==> src/hw/csf_pkg.sv <==
// Constants for the CPU status flag upper-bits register bank
// Operation
// - Bit 11 reads the OR of both accumulator overflow flags.
// - Bit 10 reads the OR of both sticky saturation flags.
// - Bit 9 is high while a hardware do-loop runs.
// - Bit 8 takes the carry into bit 4 (byte) or bit 8 (word).
// - Priority bits ignore writes while nesting disable is set.
// - A status write with bit 10 set loads both sticky saturation flags directly.
// - Writing zero to the sticky summary clears both sticky flags.
// - Priority level is core control bit 3 above the three status bits.
// - Each sticky saturation flag holds until explicitly cleared.
package csf_pkg;
  // ---------------------------------------------------------------
  // Register offsets (byte addresses)
  // ---------------------------------------------------------------
  localparam logic [4:0] OFS_STATUS = 5'h00;
  localparam logic [4:0] OFS_CORE_CTL = 5'h04;
  localparam logic [4:0] OFS_IRQ_CTL = 5'h08;
  localparam logic [4:0] OFS_EVT_STAT = 5'h0c;
  localparam logic [4:0] OFS_EVT_CLR = 5'h10;
  localparam logic [4:0] OFS_EVT_EN = 5'h14;
  // ---------------------------------------------------------------
  // Status word and control register field positions
  // ---------------------------------------------------------------
  localparam int BIT_OVF_A = 15;
  localparam int BIT_OVF_B = 14;
  localparam int BIT_SAT_A = 13;
  localparam int BIT_SAT_B = 12;
  localparam int BIT_OVF_ANY = 11;
  localparam int BIT_SAT_ANY = 10;
  localparam int BIT_LOOP = 9;
  localparam int BIT_HALF = 8;
  localparam int BIT_PRIO_LO = 5;
  localparam int BIT_PRIO_MSB = 3;
  localparam int BIT_NEST_DIS = 15;
  // ---------------------------------------------------------------
  // Event bits and reset values
  // ---------------------------------------------------------------
  localparam int EVT_SAT = 0;
  localparam int EVT_OVF = 1;
  localparam int EVT_LOOP_END = 2;
  localparam int EVT_W = 3;
  localparam logic [15:0] RST_WORD = 16'h0000;
  localparam logic [2:0] RST_PRIO = 3'h0;
  localparam logic [EVT_W-1:0] RST_EVT = 3'h0;
endpackage

==> src/hw/csf_status_bank.sv <==
// CPU status flag bank with its Avalon-MM register slave
`timescale 1ns/10ps
module csf_status_bank
(
  input wire logic clk_sys,
  input wire logic rstn,
  input wire logic [4:0] avs_address,
  input wire logic avs_read,
  input wire logic avs_write,
  input wire logic [31:0] avs_writedata,
  input wire logic [3:0] avs_byteenable,
  output logic [31:0] avs_readdata,
  output logic avs_waitrequest,
  input wire logic acc_alpha_overflow,
  input wire logic acc_beta_overflow,
  input wire logic acc_alpha_clip_event,
  input wire logic acc_beta_clip_event,
  input wire logic loop_active_in,
  input wire logic alu_valid,
  input wire logic alu_byte_op,
  input wire logic alu_subtract,
  input wire logic [15:0] alu_opa,
  input wire logic [15:0] alu_opb,
  output logic [3:0] cpu_priority_level,
  output logic irq
);
  // ---------------------------------------------------------------
  // Helper functions
  // ---------------------------------------------------------------
  // Merge a 16-bit register with the two low write lanes
  function automatic logic [15:0] lane_merge(input logic [15:0] old, input logic [31:0] wd,
                                             input logic [3:0] be);
    logic [15:0] res;
    res = old;
    if (be[0])
    begin
      res[7:0] = wd[7:0];
    end
    if (be[1])
    begin
      res[15:8] = wd[15:8];
    end
    return res;
  endfunction

  // Carry into bit 4 (byte) or bit 8 (word); subtraction adds the complement
  function automatic logic half_carry(input logic [15:0] a, input logic [15:0] b,
                                      input logic sub, input logic byte_op);
    logic [15:0] bb;
    logic [8:0] sum8;
    logic [4:0] sum4;
    bb = sub ? ~b : b;
    sum8 = {1'b0, a[7:0]} + {1'b0, bb[7:0]} + {8'h00, sub};
    sum4 = {1'b0, a[3:0]} + {1'b0, bb[3:0]} + {4'h0, sub};
    return byte_op ? sum4[4] : sum8[8];
  endfunction

  // ---------------------------------------------------------------
  // State
  // ---------------------------------------------------------------
  logic ack;
  logic next_ack;
  logic [31:0] next_readdata;
  logic ovf_a;
  logic ovf_b;
  logic next_ovf_a;
  logic next_ovf_b;
  logic sat_a;
  logic sat_b;
  logic next_sat_a;
  logic next_sat_b;
  logic loop_flag;
  logic next_loop_flag;
  logic half_flag;
  logic next_half_flag;
  logic [2:0] prio;
  logic [2:0] next_prio;
  logic [15:0] core_ctl;
  logic [15:0] next_core_ctl;
  logic [15:0] irq_ctl;
  logic [15:0] next_irq_ctl;
  logic [csf_pkg::EVT_W-1:0] evt_stat;
  logic [csf_pkg::EVT_W-1:0] next_evt_stat;
  logic [csf_pkg::EVT_W-1:0] evt_en;
  logic [csf_pkg::EVT_W-1:0] next_evt_en;
  logic [15:0] status_word;
  logic wr_go;
  logic rd_go;
  logic hc_calc;
  logic [15:0] st_merged;
  logic [csf_pkg::EVT_W-1:0] evt_hit;

  // ---------------------------------------------------------------
  // Bus handshake
  // ---------------------------------------------------------------
  // One wait cycle so read data can come from a flop
  assign avs_waitrequest = (avs_read | avs_write) & ~ack;
  assign wr_go = avs_write & ack;
  assign rd_go = avs_read & ~ack;

  // Ack toggles for exactly one cycle per request
  always_comb
  begin
    next_ack = (avs_read | avs_write) & ~ack;
  end

  // ---------------------------------------------------------------
  // Status word view
  // ---------------------------------------------------------------
  // Summaries come straight from the flag flops, never lagging them
  always_comb
  begin
    status_word = csf_pkg::RST_WORD;
    status_word[csf_pkg::BIT_OVF_A] = ovf_a;
    status_word[csf_pkg::BIT_OVF_B] = ovf_b;
    status_word[csf_pkg::BIT_SAT_A] = sat_a;
    status_word[csf_pkg::BIT_SAT_B] = sat_b;
    status_word[csf_pkg::BIT_OVF_ANY] = ovf_a | ovf_b;
    status_word[csf_pkg::BIT_SAT_ANY] = sat_a | sat_b;
    status_word[csf_pkg::BIT_LOOP] = loop_flag;
    status_word[csf_pkg::BIT_HALF] = half_flag;
    status_word[csf_pkg::BIT_PRIO_LO +: 3] = prio;
  end

  // Priority level seen by the interrupt controller
  assign cpu_priority_level = {core_ctl[csf_pkg::BIT_PRIO_MSB], prio};

  assign hc_calc = half_carry(alu_opa, alu_opb, alu_subtract, alu_byte_op);
  assign st_merged = lane_merge(status_word, avs_writedata, avs_byteenable);

  // ---------------------------------------------------------------
  // Flag next-state logic
  // ---------------------------------------------------------------
  // Hardware saturation beats a software clear in the same cycle
  always_comb
  begin
    next_ovf_a = acc_alpha_overflow;
    next_ovf_b = acc_beta_overflow;
    next_loop_flag = loop_active_in;
    next_half_flag = half_flag;
    next_sat_a = sat_a;
    next_sat_b = sat_b;
    next_prio = prio;
    next_core_ctl = core_ctl;
    next_irq_ctl = irq_ctl;
    if (wr_go && avs_address == csf_pkg::OFS_STATUS)
    begin
      next_half_flag = st_merged[csf_pkg::BIT_HALF];
      if (!st_merged[csf_pkg::BIT_SAT_ANY])
      begin
        next_sat_a = 1'b0;
        next_sat_b = 1'b0;
      end
      else
      begin
        next_sat_a = st_merged[csf_pkg::BIT_SAT_A];
        next_sat_b = st_merged[csf_pkg::BIT_SAT_B];
      end
      if (!irq_ctl[csf_pkg::BIT_NEST_DIS])
      begin
        next_prio = st_merged[csf_pkg::BIT_PRIO_LO +: 3];
      end
    end
    if (wr_go && avs_address == csf_pkg::OFS_CORE_CTL)
    begin
      next_core_ctl = lane_merge(core_ctl, avs_writedata, avs_byteenable);
    end
    if (wr_go && avs_address == csf_pkg::OFS_IRQ_CTL)
    begin
      next_irq_ctl = lane_merge(irq_ctl, avs_writedata, avs_byteenable);
    end
    if (alu_valid)
    begin
      next_half_flag = hc_calc;
    end
    if (acc_alpha_clip_event)
    begin
      next_sat_a = 1'b1;
    end
    if (acc_beta_clip_event)
    begin
      next_sat_b = 1'b1;
    end
  end

  // ---------------------------------------------------------------
  // Event status, enable and read mux
  // ---------------------------------------------------------------
  // New events win over a clear landing in the same cycle
  always_comb
  begin
    evt_hit = '0;
    evt_hit[csf_pkg::EVT_SAT] = acc_alpha_clip_event | acc_beta_clip_event;
    evt_hit[csf_pkg::EVT_OVF] = (acc_alpha_overflow & ~ovf_a) | (acc_beta_overflow & ~ovf_b);
    evt_hit[csf_pkg::EVT_LOOP_END] = loop_flag & ~loop_active_in;
    next_evt_stat = evt_stat;
    next_evt_en = evt_en;
    if (wr_go && avs_address == csf_pkg::OFS_EVT_CLR)
    begin
      next_evt_stat = evt_stat & ~avs_writedata[csf_pkg::EVT_W-1:0];
    end
    if (wr_go && avs_address == csf_pkg::OFS_EVT_EN)
    begin
      next_evt_en = avs_writedata[csf_pkg::EVT_W-1:0];
    end
    next_evt_stat = next_evt_stat | evt_hit;
    next_readdata = avs_readdata;
    if (rd_go)
    begin
      unique case (avs_address)
        csf_pkg::OFS_STATUS: next_readdata = {16'h0000, status_word};
        csf_pkg::OFS_CORE_CTL: next_readdata = {16'h0000, core_ctl};
        csf_pkg::OFS_IRQ_CTL: next_readdata = {16'h0000, irq_ctl};
        csf_pkg::OFS_EVT_STAT: next_readdata = {29'h0000000, evt_stat};
        csf_pkg::OFS_EVT_EN: next_readdata = {29'h0000000, evt_en};
        default: next_readdata = 32'h00000000; // Unmapped and write-only read zero
      endcase
    end
  end

  assign irq = |(evt_stat & evt_en);

  // ---------------------------------------------------------------
  // Registers
  // ---------------------------------------------------------------
  // All state takes constants under reset
  always_ff @(posedge clk_sys or negedge rstn)
  begin
    if (!rstn)
    begin
      ack <= 1'b0;
      avs_readdata <= 32'h00000000;
      ovf_a <= 1'b0;
      ovf_b <= 1'b0;
      sat_a <= 1'b0;
      sat_b <= 1'b0;
      loop_flag <= 1'b0;
      half_flag <= 1'b0;
      prio <= csf_pkg::RST_PRIO;
      core_ctl <= csf_pkg::RST_WORD;
      irq_ctl <= csf_pkg::RST_WORD;
      evt_stat <= csf_pkg::RST_EVT;
      evt_en <= csf_pkg::RST_EVT;
    end
    else
    begin
      ack <= next_ack;
      avs_readdata <= next_readdata;
      ovf_a <= next_ovf_a;
      ovf_b <= next_ovf_b;
      sat_a <= next_sat_a;
      sat_b <= next_sat_b;
      loop_flag <= next_loop_flag;
      half_flag <= next_half_flag;
      prio <= next_prio;
      core_ctl <= next_core_ctl;
      irq_ctl <= next_irq_ctl;
      evt_stat <= next_evt_stat;
      evt_en <= next_evt_en;
    end
  end

  // ---------------------------------------------------------------
  // Assertions
  // ---------------------------------------------------------------
  logic st_wr;
  assign st_wr = wr_go && avs_address == csf_pkg::OFS_STATUS && avs_byteenable[1];

  ovf_summary_a: assert property (@(posedge clk_sys) disable iff (!rstn)
    status_word[csf_pkg::BIT_OVF_ANY] == ($past(acc_alpha_overflow) | $past(acc_beta_overflow)))
    else $error("overflow summary wrong");
  sat_summary_a: assert property (@(posedge clk_sys) disable iff (!rstn)
    acc_alpha_clip_event |=> status_word[csf_pkg::BIT_SAT_ANY])
    else $error("sticky summary missed event");
  loop_flag_a: assert property (@(posedge clk_sys) disable iff (!rstn)
    loop_active_in |=> status_word[csf_pkg::BIT_LOOP])
    else $error("loop flag not set");
  half_carry_a: assert property (@(posedge clk_sys) disable iff (!rstn)
    alu_valid |=> half_flag == $past(hc_calc))
    else $error("half carry wrong");
  prio_lock_a: assert property (@(posedge clk_sys) disable iff (!rstn)
    irq_ctl[csf_pkg::BIT_NEST_DIS] |=> $stable(prio))
    else $error("priority changed while locked");
  sat_load_a: assert property (@(posedge clk_sys) disable iff (!rstn)
    st_wr && avs_writedata[csf_pkg::BIT_SAT_ANY] && !acc_alpha_clip_event
    |=> sat_a == $past(avs_writedata[csf_pkg::BIT_SAT_A]))
    else $error("sticky load failed");
  sat_clear_a: assert property (@(posedge clk_sys) disable iff (!rstn)
    st_wr && !avs_writedata[csf_pkg::BIT_SAT_ANY] && !acc_alpha_clip_event
    && !acc_beta_clip_event |=> !sat_a && !sat_b)
    else $error("sticky clear failed");
  prio_level_a: assert property (@(posedge clk_sys) disable iff (!rstn)
    cpu_priority_level[3] == core_ctl[csf_pkg::BIT_PRIO_MSB]
    && cpu_priority_level[2:0] == status_word[7:5])
    else $error("priority level mismatch");
  sat_hold_a: assert property (@(posedge clk_sys) disable iff (!rstn)
    sat_b && !wr_go ##1 !wr_go |-> sat_b)
    else $error("sticky flag dropped");
  irq_level_a: assert property (@(posedge clk_sys) disable iff (!rstn)
    evt_hit[csf_pkg::EVT_SAT] && evt_en[csf_pkg::EVT_SAT]
    && !(wr_go && avs_address == csf_pkg::OFS_EVT_EN) |=> irq)
    else $error("interrupt not raised");
endmodule

==> config.mk <==
export PLATFORM = sky130hd
export DESIGN_NAME = csf_status_bank
export DESIGN_NICKNAME = d
export VERILOG_FILES = /design/src/hw/csf_pkg.sv /design/src/hw/csf_status_bank.sv
export SDC_FILE = /design/constraint.sdc
export NUM_CORES = 1
export LEC_CHECK = 0
export BUFFER_PORTS_ARGS = -buffer_cell sky130_fd_sc_hd__buf_2
export CAP_MARGIN = 30
export CORE_UTILIZATION = 47
export DETAILED_ROUTE_END_ITERATION = 8
export PLACE_DENSITY = 0.78
export SETUP_SLACK_MARGIN = 0.5
export SYNTH_ARGS = -nofsm -noshare
export SYNTH_HDL_FRONTEND = slang
export SYNTH_SLANG_ARGS = --single-unit
==> constraint.sdc <==
create_clock -name clk_sys -period 2.7 [get_ports clk_sys]
set_input_delay 0.405 -clock clk_sys [delete_from_list [all_inputs] [get_ports clk_sys]]
set_output_delay 0.405 -clock clk_sys [all_outputs]
set_load 0.05 [all_outputs]
==> impl_metrics.ini <==
[worst_setup_path]
crit_arrival_ps = 2020
path_buf_inv = 1
critPathLaunchType = primary input
cp_max_fo = 8
critical_path.slowest_cell = and2_1
crit_required_ps = 2910
cp-end-kind = flip-flop
critPathTopFamily = simple AND/OR/NAND/NOR gates
critPathKind = primary input to flip-flop
path_cells = buf_2 > nor3b_2 > and2_1 > nand4_2 > mux2_2
max_stage_delay_ps = 410

[yosys]
synth.cell_area_um2 = 3120
yosysWarnings = 0
syn_avg_cell_area_um2 = 11.8
yosysTopAreaCellShare = 0.513
synth_top_cell_by_area = dfrtp_1
ys_seq_area_frac = 0.513
synth-seq-cells = 64
yosys-top-cells-area = dfrtp_1 51%, mux2_2 14%, buf_4 4.1%
synth_edf_count = 0
synthFlopType = dfrtp_1
postSynth.asyncResetShare = 1.00
synthCells = 264
synth.distinct_cells = 38

[die]
fp.coreArea_um2 = 6390
fp.dieArea_um2 = 6970
fp-row-count = 29
die_x_um = 83.5
die_y_um = 83.5
start_util = 0.489
io_pins = 123

[timing]
maxSlewHeadroom = 0.468
finalCriticalPeriod_ps = 1810
rsz0062_at_grt = no
tightestPinTransition_ps = 798
skew_ps = 8.14
drv_slew = 0
hold_violations = 0
fmaxAchievable_mhz = 554
finalSetupViolations = 0
fin_setup_tns_ps = 0
period_share = 0.669

[final_layout]
final_cell_mix = 72 x buf_2, 64 x dfrtp_1, 40 x mux2_2
antenna_cells = 0
nFillCells = 571
nets = 432
finish.utilization = 0.577
final_common_cell = buf_2
drive_gt1_frac = 0.412
areaGrowthSynthToFinish_pct = 18.0

[clock_network]
cts_root_buf = clkbuf_8
cts.sinks = 64
cts_tree = yes
cts_resized = 0
cts_buffers = 9
htreeDepth = 3
path_clk_slew_ps = 60
post_cts_buffers = 0
cts.path.max_buffers = 2
clk_latency_ps = 330
cts_hold_buf = 0

[job]
cap_violations = 0

[global_routing]
grt_pass1_wl_mm = 11.2
grt_max_degree = 65
antenna_found_initial = 0
grtUsageTotal = 0.205
overflow = 0
grt_pass1_vias = 2313

[routing]
drcViolationCount = 0
firstDrtPassIters = 5
num_vias = 2310
wl_per_cell_um = 15.9
drt_wl_total_mm = 6.73
ant_nets = 0
first_iter_violations = 193
viasPerCell = 5.47

[power]
p_total_mw = 2.12
ir_worst_vdd_mv = 0.315
power.leakage_nw = 1.89
cellPowerDensity_nw_per_um2 = 575

[placement]
dp_hpwl_mm = 5.01
portBuffers = 72
place_congestion = 0.798

[worst_hold_path]
hold_path.class = primary input to flip-flop

[outcome]
outcome = completed
## metrics by stage
step | worst slack [ps] | instances | area [um^2] | hold slack [ps]
2_1_floorplan | 893 | 279 | 3180 | 109
3_3_place_gp | 593 | 406 | 3500 | 462
3_5_place_dp | 565 | 406 | 3500 | 468
4_1_cts | 894 | 422 | 3680 | 182
5_1_grt | 796 | 422 | 3680 | 180
6_report | 893 | 422 | 3680 | 195
## final cells by class
class	instances	area [um^2]	area share
flip-flops and latches	64	1600	0.435
multi-input cells	183	1390	0.376
repair buffers	77	398	0.108
clock buffers	13	169	0.0459
well taps	77	96.3	0.0262
inverters	5	18.8	0.00510
clock inverters	3	15.0	0.00408
## synthesized netlist by cell type (all sizes together), types with 2 or more instances
library cell,instances
nand3,4
ha,7
dfrtp,64
nand4,2
o21ai,17
inv,5
nor3,4
a211o,4
xor2,7
a222oi,12
mux2,40
buf,22
nor2b,2
a22oi,2
clkbuf,5
nor4,4
nor2,6
a21oi,2
nand2,25
and3,14
nor3b,3
or2,2
## path summary, 6_finish.rpt
kind,to,from,slack (ps),cells past startpoint
max,irq_ctl[7],avs_address[1],890,5
min in group asynchronous,irq_ctl[2],rstn,230,2
max reg2reg,avs_readdata[4],ack,990,5
min,ovf_a,acc_alpha_overflow,190,1
max in group asynchronous,avs_readdata[3],rstn,1930,2
min reg2reg,avs_readdata[13],avs_readdata[13],480,2
## power breakdown
| part | switching (mW) | internal [mW] | total (mW) |
|---|---|---|---|
| Combinational | 0.206 | 0.112 | 0.318 |
| Clock | 0.342 | 0.404 | 0.746 |
| Sequential | 0.0360 | 1.02 | 1.05 |
| Total | 0.584 | 1.53 | 2.12 |
## logic make-up after synthesis
kind of cell | share of synthesized area
flops | 0.513
fa+ha+maj | 0.0281
simple gates | 0.131
buf+inv | 0.0609
mux | 0.144
other cells | 0.00120
xor+xnor | 0.0196
compound gates | 0.101
## sequential cells by signal, summed over array words and instances (netlist names)
register and count:
avs_readdata 16, sat_a 1, sat_b 1, ack 1, ovf_a 1, half_flag 1
loop_flag 1, ovf_b 1, core_ctl 16, irq_ctl 16, evt_en 3, prio 3
evt_stat 3
## layer usage
metal	up-vias	share of wire	GRT usage
met2	73	0.51	0.345
met4	0	0.014	0.0770
met5	-	0	0
met3	11	0.050	0.0445
li1	1089	-	-
met1	1137	0.43	0.262
(Power assumes the default switching activity.)
